===== src/tsbr_defines.svh =====
`ifndef TSBR_DEFINES_SVH
`define TSBR_DEFINES_SVH

// Register byte addresses on the APB
`define TSBR_ADDR_BTE 12'h000
`define TSBR_ADDR_ADJ 12'h004
`define TSBR_ADDR_LIT 12'h008
`define TSBR_ADDR_CTRL 12'h00C

// Reset values
`define TSBR_RST_BTE 16'h0000
`define TSBR_RST_ADJ 16'h0000
`define TSBR_RST_LIT 16'h0000

// Broadcast enable field positions
`define TSBR_BTE_ADC_LSB 12
`define TSBR_BTE_IC_LSB 8
`define TSBR_BTE_OCCLK_LSB 4
`define TSBR_BTE_OCTRG_LSB 0

// Control register bit positions
`define TSBR_CTRL_EN_BIT 0
`define TSBR_CTRL_START_BIT 1

`endif


===== src/tsbr_pkg.sv =====
package tsbr_pkg;

  typedef struct packed {
    logic [3:0] adcTrig;
    logic [3:0] capTrig;
    logic [3:0] cmpClk;
    logic [3:0] cmpTrig;
  } tsbr_pulses_s;

  typedef enum logic [1:0] {
    TSBR_SEL_NONE = 2'b00,
    TSBR_SEL_BTE = 2'b01,
    TSBR_SEL_ADJ = 2'b10,
    TSBR_SEL_LIT = 2'b11
  } tsbr_sel_e;

endpackage


===== src/tsbr_word_reg.sv =====
`timescale 1ns/1ps
`default_nettype none

// One 16-bit software register with a write-lock
module tsbr_word_reg #(
  parameter int WIDTH = 16,
  parameter logic [WIDTH-1:0] RESET_VAL = '0
) (
  input wire logic clk,
  input wire logic sys_rst,
  input wire logic wrEn,
  input wire logic wrLock,
  input wire logic [WIDTH-1:0] wrData,
  output logic [WIDTH-1:0] value
);

  logic [WIDTH-1:0] value_reg;
  logic [WIDTH-1:0] value_next;

  always_comb begin
    value_next = value_reg;
    if (wrEn && !wrLock) begin
      value_next = wrData;
    end
  end

  always_ff @(posedge clk) begin
    if (sys_rst) begin
      value_reg <= RESET_VAL;
    end else begin
      value_reg <= value_next;
    end
  end

  assign value = value_reg;

endmodule // tsbr_word_reg

`default_nettype wire


===== src/tsbr_regs.sv =====
//
// Function
// - Four bits enable ADC sample trigger pulses
// - Four bits enable capture trigger pulses
// - Four bits enable compare clock pulses
// - Four bits enable compare trigger pulses
// - Adjust register supplies value for add command
// - Literal register feeds step command to channel select
// - Writes to the three data registers ignored while enabled and started; control stays writable
//
`timescale 1ns/1ps
`default_nettype none
`include "tsbr_defines.svh"

module tsbr_regs (
  input wire logic clk,
  input wire logic sys_rst,
  input wire logic psel,
  input wire logic penable,
  input wire logic pwrite,
  input wire logic [11:0] paddr,
  input wire logic [31:0] pwdata,
  output logic [31:0] prdata,
  output logic pready,
  output logic pslverr,
  input wire logic broadcastCmd,
  input wire logic addAdjustCmd,
  input wire logic controlStepCmd,
  output tsbr_pkg::tsbr_pulses_s pulses,
  output logic [15:0] stepAdjustValue,
  output logic addAdjustValid,
  output logic [15:0] adcChannelSelect,
  output logic adcChannelSelectWr,
  output logic sequencerEnable,
  output logic sequencerStart
);

  // ----------------------------------------------------------------
  // Address decode
  // ----------------------------------------------------------------
  function automatic tsbr_pkg::tsbr_sel_e decodeSel(input logic [11:0] a);
    unique case (a)
      `TSBR_ADDR_BTE: decodeSel = tsbr_pkg::TSBR_SEL_BTE;
      `TSBR_ADDR_ADJ: decodeSel = tsbr_pkg::TSBR_SEL_ADJ;
      `TSBR_ADDR_LIT: decodeSel = tsbr_pkg::TSBR_SEL_LIT;
      default: decodeSel = tsbr_pkg::TSBR_SEL_NONE;
    endcase
  endfunction

  tsbr_pkg::tsbr_sel_e sel;
  logic isCtrl;
  logic access;
  logic wrAccess;
  logic locked;
  logic pready_reg;
  logic [15:0] bteVal;
  logic [15:0] adjVal;
  logic [15:0] litVal;

  assign sel = decodeSel(paddr);
  assign isCtrl = (paddr == `TSBR_ADDR_CTRL);
  // One wait state; a write lands only at the edge that ends the access,
  // so a master that aborts early never leaves a half-done write behind
  assign access = psel && penable;
  assign wrAccess = access && pwrite && pready_reg;

  // ----------------------------------------------------------------
  // Control bits and lock
  // ----------------------------------------------------------------
  logic enable_reg;
  logic enable_next;
  logic start_reg;
  logic start_next;

  always_comb begin
    enable_next = enable_reg;
    start_next = start_reg;
    if (wrAccess && isCtrl) begin
      enable_next = pwdata[`TSBR_CTRL_EN_BIT];
      start_next = pwdata[`TSBR_CTRL_START_BIT];
    end
  end

  always_ff @(posedge clk) begin
    if (sys_rst) begin
      enable_reg <= 1'b0;
      start_reg <= 1'b0;
    end else begin
      enable_reg <= enable_next;
      start_reg <= start_next;
    end
  end

  assign locked = enable_reg && start_reg;

  // ----------------------------------------------------------------
  // Software registers
  // ----------------------------------------------------------------
  tsbr_word_reg #(.WIDTH(16), .RESET_VAL(`TSBR_RST_BTE)) u_bte (
    .clk(clk),
    .sys_rst(sys_rst),
    .wrEn(wrAccess && sel == tsbr_pkg::TSBR_SEL_BTE),
    .wrLock(locked),
    .wrData(pwdata[15:0]),
    .value(bteVal)
  );

  tsbr_word_reg #(.WIDTH(16), .RESET_VAL(`TSBR_RST_ADJ)) u_adj (
    .clk(clk),
    .sys_rst(sys_rst),
    .wrEn(wrAccess && sel == tsbr_pkg::TSBR_SEL_ADJ),
    .wrLock(locked),
    .wrData(pwdata[15:0]),
    .value(adjVal)
  );

  tsbr_word_reg #(.WIDTH(16), .RESET_VAL(`TSBR_RST_LIT)) u_lit (
    .clk(clk),
    .sys_rst(sys_rst),
    .wrEn(wrAccess && sel == tsbr_pkg::TSBR_SEL_LIT),
    .wrLock(locked),
    .wrData(pwdata[15:0]),
    .value(litVal)
  );

  // ----------------------------------------------------------------
  // APB read path and answer
  // ----------------------------------------------------------------
  logic [31:0] prdata_reg;
  logic [31:0] prdata_next;
  logic pready_next;
  logic pslverr_reg;
  logic pslverr_next;

  // Registered answer: pready rises one cycle into the access phase
  always_comb begin
    prdata_next = prdata_reg;
    pready_next = 1'b0;
    pslverr_next = 1'b0;
    if (access && !pready_reg) begin
      pready_next = 1'b1;
      pslverr_next = (sel == tsbr_pkg::TSBR_SEL_NONE) && !isCtrl;
      prdata_next = 32'h0000_0000;
      if (!pwrite) begin
        unique case (sel)
          tsbr_pkg::TSBR_SEL_BTE: prdata_next = {16'h0000, bteVal};
          tsbr_pkg::TSBR_SEL_ADJ: prdata_next = {16'h0000, adjVal};
          tsbr_pkg::TSBR_SEL_LIT: prdata_next = {16'h0000, litVal};
          tsbr_pkg::TSBR_SEL_NONE: begin
            if (isCtrl) begin
              prdata_next = {30'h0000_0000, start_reg, enable_reg};
            end
          end
        endcase
      end
    end
  end

  always_ff @(posedge clk) begin
    if (sys_rst) begin
      prdata_reg <= 32'h0000_0000;
      pready_reg <= 1'b0;
      pslverr_reg <= 1'b0;
    end else begin
      prdata_reg <= prdata_next;
      pready_reg <= pready_next;
      pslverr_reg <= pslverr_next;
    end
  end

  // ----------------------------------------------------------------
  // Broadcast pulses and command data
  // ----------------------------------------------------------------
  tsbr_pkg::tsbr_pulses_s pulses_reg;
  tsbr_pkg::tsbr_pulses_s pulses_next;
  logic [15:0] chanSel_reg;
  logic [15:0] chanSel_next;
  logic chanWr_reg;
  logic chanWr_next;
  logic [15:0] adjOut_reg;
  logic addValid_reg;

  always_comb begin
    pulses_next = '0;
    if (broadcastCmd) begin
      pulses_next.adcTrig = bteVal[`TSBR_BTE_ADC_LSB +: 4];
      pulses_next.capTrig = bteVal[`TSBR_BTE_IC_LSB +: 4];
      pulses_next.cmpClk = bteVal[`TSBR_BTE_OCCLK_LSB +: 4];
      pulses_next.cmpTrig = bteVal[`TSBR_BTE_OCTRG_LSB +: 4];
    end
    chanSel_next = chanSel_reg;
    chanWr_next = controlStepCmd;
    if (controlStepCmd) begin
      chanSel_next = litVal;
    end
  end

  // All pulses come from one register, so they rise together and stay high one cycle for each cycle of broadcastCmd
  always_ff @(posedge clk) begin
    if (sys_rst) begin
      pulses_reg <= '0;
      chanSel_reg <= 16'h0000;
      chanWr_reg <= 1'b0;
      adjOut_reg <= 16'h0000;
      addValid_reg <= 1'b0;
    end else begin
      pulses_reg <= pulses_next;
      chanSel_reg <= chanSel_next;
      chanWr_reg <= chanWr_next;
      adjOut_reg <= adjVal;
      addValid_reg <= addAdjustCmd;
    end
  end

  assign prdata = prdata_reg;
  assign pready = pready_reg;
  assign pslverr = pslverr_reg;
  assign pulses = pulses_reg;
  assign stepAdjustValue = adjOut_reg;
  assign addAdjustValid = addValid_reg;
  assign adcChannelSelect = chanSel_reg;
  assign adcChannelSelectWr = chanWr_reg;
  assign sequencerEnable = enable_reg;
  assign sequencerStart = start_reg;

endmodule // tsbr_regs

`default_nettype wire


===== config.mk =====
export PLATFORM = sky130hd
export DESIGN_NAME = tsbr_regs
export DESIGN_NICKNAME = d
export VERILOG_FILES = /design/src/tsbr_pkg.sv /design/src/tsbr_word_reg.sv /design/src/tsbr_regs.sv
export VERILOG_INCLUDE_DIRS = /design/src
export SDC_FILE = /design/constraint.sdc
export NUM_CORES = 1
export LEC_CHECK = 0
export ABC_CLOCK_PERIOD_IN_PS = 3300
export BUFFER_PORTS_ARGS = -buffer_cell sky130_fd_sc_hd__buf_2
export CORE_ASPECT_RATIO = 1.2
export CORE_MARGIN = 8
export CORE_UTILIZATION = 56
export CTS_CLUSTER_DIAMETER = 60
export DETAILED_ROUTE_END_ITERATION = 10
export GPL_TIMING_DRIVEN = 0
export PLACE_DENSITY = 0.82
export SYNTH_ARGS = -nofsm -noshare
export SYNTH_HDL_FRONTEND = slang
export SYNTH_HIERARCHICAL = 1
export SYNTH_SLANG_ARGS = --single-unit

===== constraint.sdc =====
create_clock -name clk -period 3.3 [get_ports clk]
set_clock_uncertainty 0.15 [all_clocks]
set_input_delay 0.165 -clock clk [delete_from_list [all_inputs] [get_ports clk]]
set_output_delay 0.165 -clock clk [all_outputs]
set_load 0.005 [all_outputs]

Word level (Yosys, flattened, before mapping)
Cells that the tools add are included.
Word-level totals
  register bits after elaboration: 134
  latch bits: 0
  memory bits (writable): 0
  bits in read-only memories: 0
  input bits: 52
  output and inout bits: 86
  word-level logic and storage cells: 49
  memories: 0
Cells by class
  add/subtract/negate cells: 0
  multipliers: 0
  div/mod/pow operators: 0
  $lt $le $gt $ge: 0
  equal/unequal tests: 6
  shift operators: 0
  mux-type cells: 5
  bitwise gates (word level): 2
  reduce and logical (&&, ||, !) cells: 20
Operator list (count)
  $pmux W32 S4: 1
  $mux W32: 1
  $eq A12 B4 Y1 const B: 2
  $logic_and A1 B1 Y1: 13
  $eq A12 B3 Y1 const B: 1
  $logic_not A12 Y1: 1
  $pmux W2 S3: 1
  $eq A2 B2 Y1 const B: 2
  $reduce_or A2 Y1: 2
  $logic_not A1 Y1: 3
  $eq A2 B1 Y1 const B: 1
  $logic_not A2 Y1: 1
  $mux W2: 1
  $not A1 Y1: 2
  $mux W1: 1

Logic depth before layout (Yosys ltp)
  depth in word-level cells: 5
  gate-level depth with buffers: 7
  depth with buffers taken out: 5

Hierarchy
Netlist, hierarchy kept.
By module, submodules not included
  tsbr_regs: times used 1, cells an instance 241, area an instance 2776.4 µm², seq. area each 1401.3 µm²
  tsbr_word_reg: times used 3, cells an instance 71, area an instance 764.5 µm², seq. area each 320.3 µm²

Least setup slack after synthesis
OpenSTA, ideal clock, no wires.
  path kind: input to register
  start: input port paddr[5]
  end: register u_adj.value_reg[10] (netlist: u_adj/value[10])
  library setup time: 0.116 ns
  arrival time: 1.763 ns
  required time: 3.034 ns
  slack: 1.272 ns
  cell stages on the path: 6
  path buffers: 1
  path through: nor4_4 nand4_1 nor3b_1 and2b_4 buf_8 o21ai_2
Between the ends
  cells in the longest elaborated chain, start to end: 5
  elaborated cells on any way between the ends: 7
  classes of those cells: eq/ne (3); mux (1); reduce/logical (3)
RTL lines
  start: declaration: RTL line tsbr_regs.sv:21  | input wire logic [11:0] paddr,
  $eq A12 B4 Y1, or another cell as far along: RTL line tsbr_regs.sv:42  | unique case (a)
  $pmux W2 S3 *: RTL line tsbr_regs.sv:42
  $eq A2 B2 Y1 *: RTL line tsbr_regs.sv:111  | .wrEn(wrAccess && sel == tsbr_pkg::TSBR_SEL_ADJ),
  $logic_and A1 B1 Y1 *: RTL line tsbr_regs.sv:111
  $logic_and A1 B1 Y1 *: RTL line tsbr_word_reg.sv:22  | if (wrEn && !wrLock) begin
  end signal: assignment: RTL line tsbr_word_reg.sv:31  | value_reg <= value_next;
  end: declaration: RTL line tsbr_word_reg.sv:17  | logic [WIDTH-1:0] value_reg;
Mark *: on every way between the ends. The rest lies on a longest branch, timed or not.
A chain may end at the register's enable or synchronous reset.

Worst setup path in the final report
  start: input port paddr[11]
  end: register u_adj.value_reg[10] (netlist: u_adj/value[10])
Same word-level chain as after synthesis.

==> run_results.csv <==
group,metric,value,unit
status,status,"finished clean",
routing,drtIter0Drc,282,
global_routing,grt_max_degree,25,
final_layout,final.fill_count,629,
cts,cts_tree,"built",
die,die_w,103,µm
global_routing,top_usage_layer,"met2",
power,ir_worst_vdd,0.000430,V
timing,period_share,77.6,%
timing,setup_viol,0,
cts,htree_levels,4,
routing,wl_per_cell,17.9,µm
routing,dr.pass1.iters,5,
die,die_h,120,µm
critical_path,critPathKind,"input port to flop",
critical_path,endpoint_kind,"flop",
critical_path,worstPathMaxFanout,10,
yosys,synth_top_family_by_area,"simple AND/OR/NAND/NOR gates",
yosys,synthSimpleGateAreaFrac,26.4,%
routing,postRouteAntennaNets,0,
critical_path,crit_path_top_delay_cell,"nor3b_1",
global_routing,grtUsageMet3,6.44,%
final_layout,num_antenna_cells,0,
critical_path,crit_required,3.56,ns
die,dieArea,12400,µm²
die,initial_core_util,56.7,%
timing,rsz0062_at_grt,"no",
yosys,netlist_instances,454,
global_routing,grt_pass1_vias,4165,
final_layout,drive_gt1_share,34.1,%
yosys,yosysSeqAreaShare,46.6,%
cts,ctsResizeCount,0,
power,swShare,21.1,%
final_layout,area_growth,31.5,%
yosys,synth_edf_count,0,
global_routing,track_usage,22.5,%
power,p_int,2.68,mW
critical_path,timing.rr.start,"pready$_SDFF_PP0_",
cts,clkSlewWorstSetupHoldPaths,0.06,ns
power,power_frac_seq,42.1,%
yosys,synth_xor_area_share,0,%
global_routing,grt_pass1_wl,21.5,mm
yosys,syn-cell-area,5070,µm²
die,coreArea,8940,µm²
timing,slew_headroom,39.2,%
routing,drc,0,
final_layout,multi_input_comb_area,2450,µm²
timing,fin_tns_setup,0,ns
routing,via_per_inst,5.37,
yosys,synthAdderAreaFrac,0,%
placement,routabilityCongestion,0.850,
worst_hold_path,min_path_cells,4,
yosys,async_flop_share,0,%
global_routing,antenna_found_initial,0,
worst_hold_path,worst_hold_path_type,"input port to flop",
global_routing,gr-usage-met2,36.0,%
cts,cts_root_buf,"clkbuf_8",
yosys,yosys_most_used_dff,"dfxtp_1",
routing,drt-total-wl,13.5,mm
die,num_io_pins,138,
yosys,yosysWarnings,6,
critical_path,worstRegToRegCells,6,
timing,drv_slew,0,
yosys,synth_cell_types,34,
critical_path,reg2reg_slack,0.83,ns
final_layout,nets,674,
worst_hold_path,whs_endpoint,"sequencerEnable$_SDFFE_PP0P_",
final_layout,seqCellArea,2360,µm²
power,p_switching,0.714,mW
power,powerDensity,509,nW/µm²
power,fin_total_pwr,3.39,mW
timing,fmax,0.390,GHz
critical_path,worstPathArrival,2.82,ns
global_routing,use_met1,27.6,%
routing,num_vias,4046,
timing,tightest_slew,0.910,ns
critical_path,r2r-end,"u_adj/value[10]$_SDFFE_PP0P_",
cts,cts_buffers,17,
cts,cts_sinks,118,
placement,dp_hpwl,9.42,mm
timing,hold_violations,0,
power,p_leak,2.83,nW
critical_path,crit_chain,"dlygate4sd3_1 > buf_2 > nor4_4 > nand4_1 > nor3b_1 > and2b_4 > buf_8 > o21ai_2",
global_routing,grt-ovfl-total,0,
yosys,synth_compound_area_share,13.5,%
yosys,synth-seq-cells,118,
placement,portBuffers,104,
critical_path,slowest_delay,0.82,ns
flow_run,maxCapViolations,0,
power,p_clk_share,52.4,%
power,comb_power_share,5.4,%
yosys,synthMuxAreaShare,7.21,%
yosys,synth.avg_cell_area,11.2,µm²
timing,period_minus_slack,2.56,ns
die,placement_rows,38,
cts,clockBufferDepth,2,
critical_path,start_kind,"input port",
worst_hold_path,hold_path_startpoint,"paddr[8]",
cts,clkLatencyLatePin,0.52,ns
-- worst max-delay path, delay by kind of cell --
| family | cells | cell delay (ns) |
|---|---|---|
| buffers and inverters | 3 | 0.86 |
| AND/OR/NAND/NOR | 4 | 1.71 |
| AO/OA/AOI/OAI | 1 | 0.07 |
-- cell usage in the layout, fill, tap and decap left out, types with 3 or more instances in the layout --
cell type and count:
clkbuf_16 16, bufinv_16 3, o2bb2ai_2 10, nand2b_1 52, buf_2 115, conb_1 16, dlygate4sd3_1 30, buf_4 18
o21ai_1 18, mux2i_1 32, dfxtp_1 118, nand4bb_1 48, clkinv_2 5, and2b_4 3, nor2_1 17, nor2b_1 20
clkbuf_1 17, o2bb2ai_1 6, a2bb2oi_1 14, o21ai_2 30, buf_8 3, inv_1 3, and2_1 18
-- synthesized netlist by cell type, types with 2 or more instances --
master     number  share of area, %
dfxtp_1       118                47
nand2b_1       52               6.4
nand4bb_1      48                11
mux2i_1        32               6.3
o21ai_2        30               5.2
nor2b_1        20               2.5
and2_1         18               2.2
buf_4          18               2.7
o21ai_1        18               1.8
nor2_1         17               1.3
a2bb2oi_1      14               2.4
clkbuf_1       14               1.0
buf_2          11               1.1
o2bb2ai_2      10               3.0
o2bb2ai_1       6               1.0
and2b_4         3              0.59
buf_8           3              0.89
inv_1           3              0.22
mux4_2          2              0.89
nor3_1          2              0.20
nor4_4          2              0.84
-- worst max-delay path by stage --
stage	cells past startpoint	slack (ns)	to	from
after floorplan	6	1.27	u_adj/value[10]$_SDFFE_PP0P_	paddr[5]
final	8	0.74	u_adj/value[10]$_SDFFE_PP0P_	paddr[11]
after detailed placement	7	0.68	u_adj/value[11]$_SDFFE_PP0P_	paddr[5]
after global placement	7	0.72	u_adj/value[8]$_SDFFE_PP0P_	paddr[5]
after CTS	8	0.85	u_adj/value[10]$_SDFFE_PP0P_	paddr[11]
after global routing	8	0.60	u_adj/value[8]$_SDFFE_PP0P_	paddr[11]
-- timing repair --
action                                  4_1_cts  5_1_grt
hold endpoints to repair                     69        0
hold buffers                                 30        0
endpoints found under the setup margin        0        0
setup buffers                                 0        0
-- logic make-up after synthesis --
group                  Yosys count
other                            1
AO/OA/AOI/OAI                   79
buffers and inverters           51
multiplexers                    34
AND/OR/NAND/NOR                171
flip-flops                     118
-- through the flow --
stage / instance area [µm²] / cells / utilization, % / hold slack [ns] / setup slack [ns]
after floorplan: 5130 / 469 / - / 0.143 / 1.27
after global placement: 5800 / 693 / 64.9 / 0.225 / 0.725
after detailed placement: 5800 / 693 / 64.9 / 0.230 / 0.682
after CTS: 6670 / 754 / 74.6 / 0.00542 / 0.846
after global routing: 6670 / 754 / 74.6 / 0.0189 / 0.603
final: 6670 / 754 / 74.6 / 0.0249 / 0.739
-- power groups by stage --
| stage | combinational, mW | clock, mW | sequential, mW |
|---|---|---|---|
| after floorplan | 0.0918 | 0 | 1.46 |
| after global placement | 0.148 | 0 | 1.46 |
| after detailed placement | 0.151 | 0 | 1.46 |
| after CTS | 0.178 | 1.79 | 1.43 |
| after global routing | 0.194 | 1.86 | 1.43 |
| final | 0.183 | 1.78 | 1.43 |
-- area by class of cell --
class                           instances  area share (%)
Timing Repair Buffer                  134            12.3
Clock buffer                           21            6.59
Clock inverter                         10            1.95
Inverter                                3           0.169
Multi-Input combinational cell        300            36.7
Tap cell                              120            2.25
Buffer                                 48            4.54
Sequential cell                       118            35.4
-- per-layer routing --
metal / vias up / wire length, µm
li1: 1924 / -
met1: 1887 / 5680
met2: 197 / 6470
met3: 38 / 989
met4: 0 / 371
met5: - / 0
(Power assumes the default switching activity.)
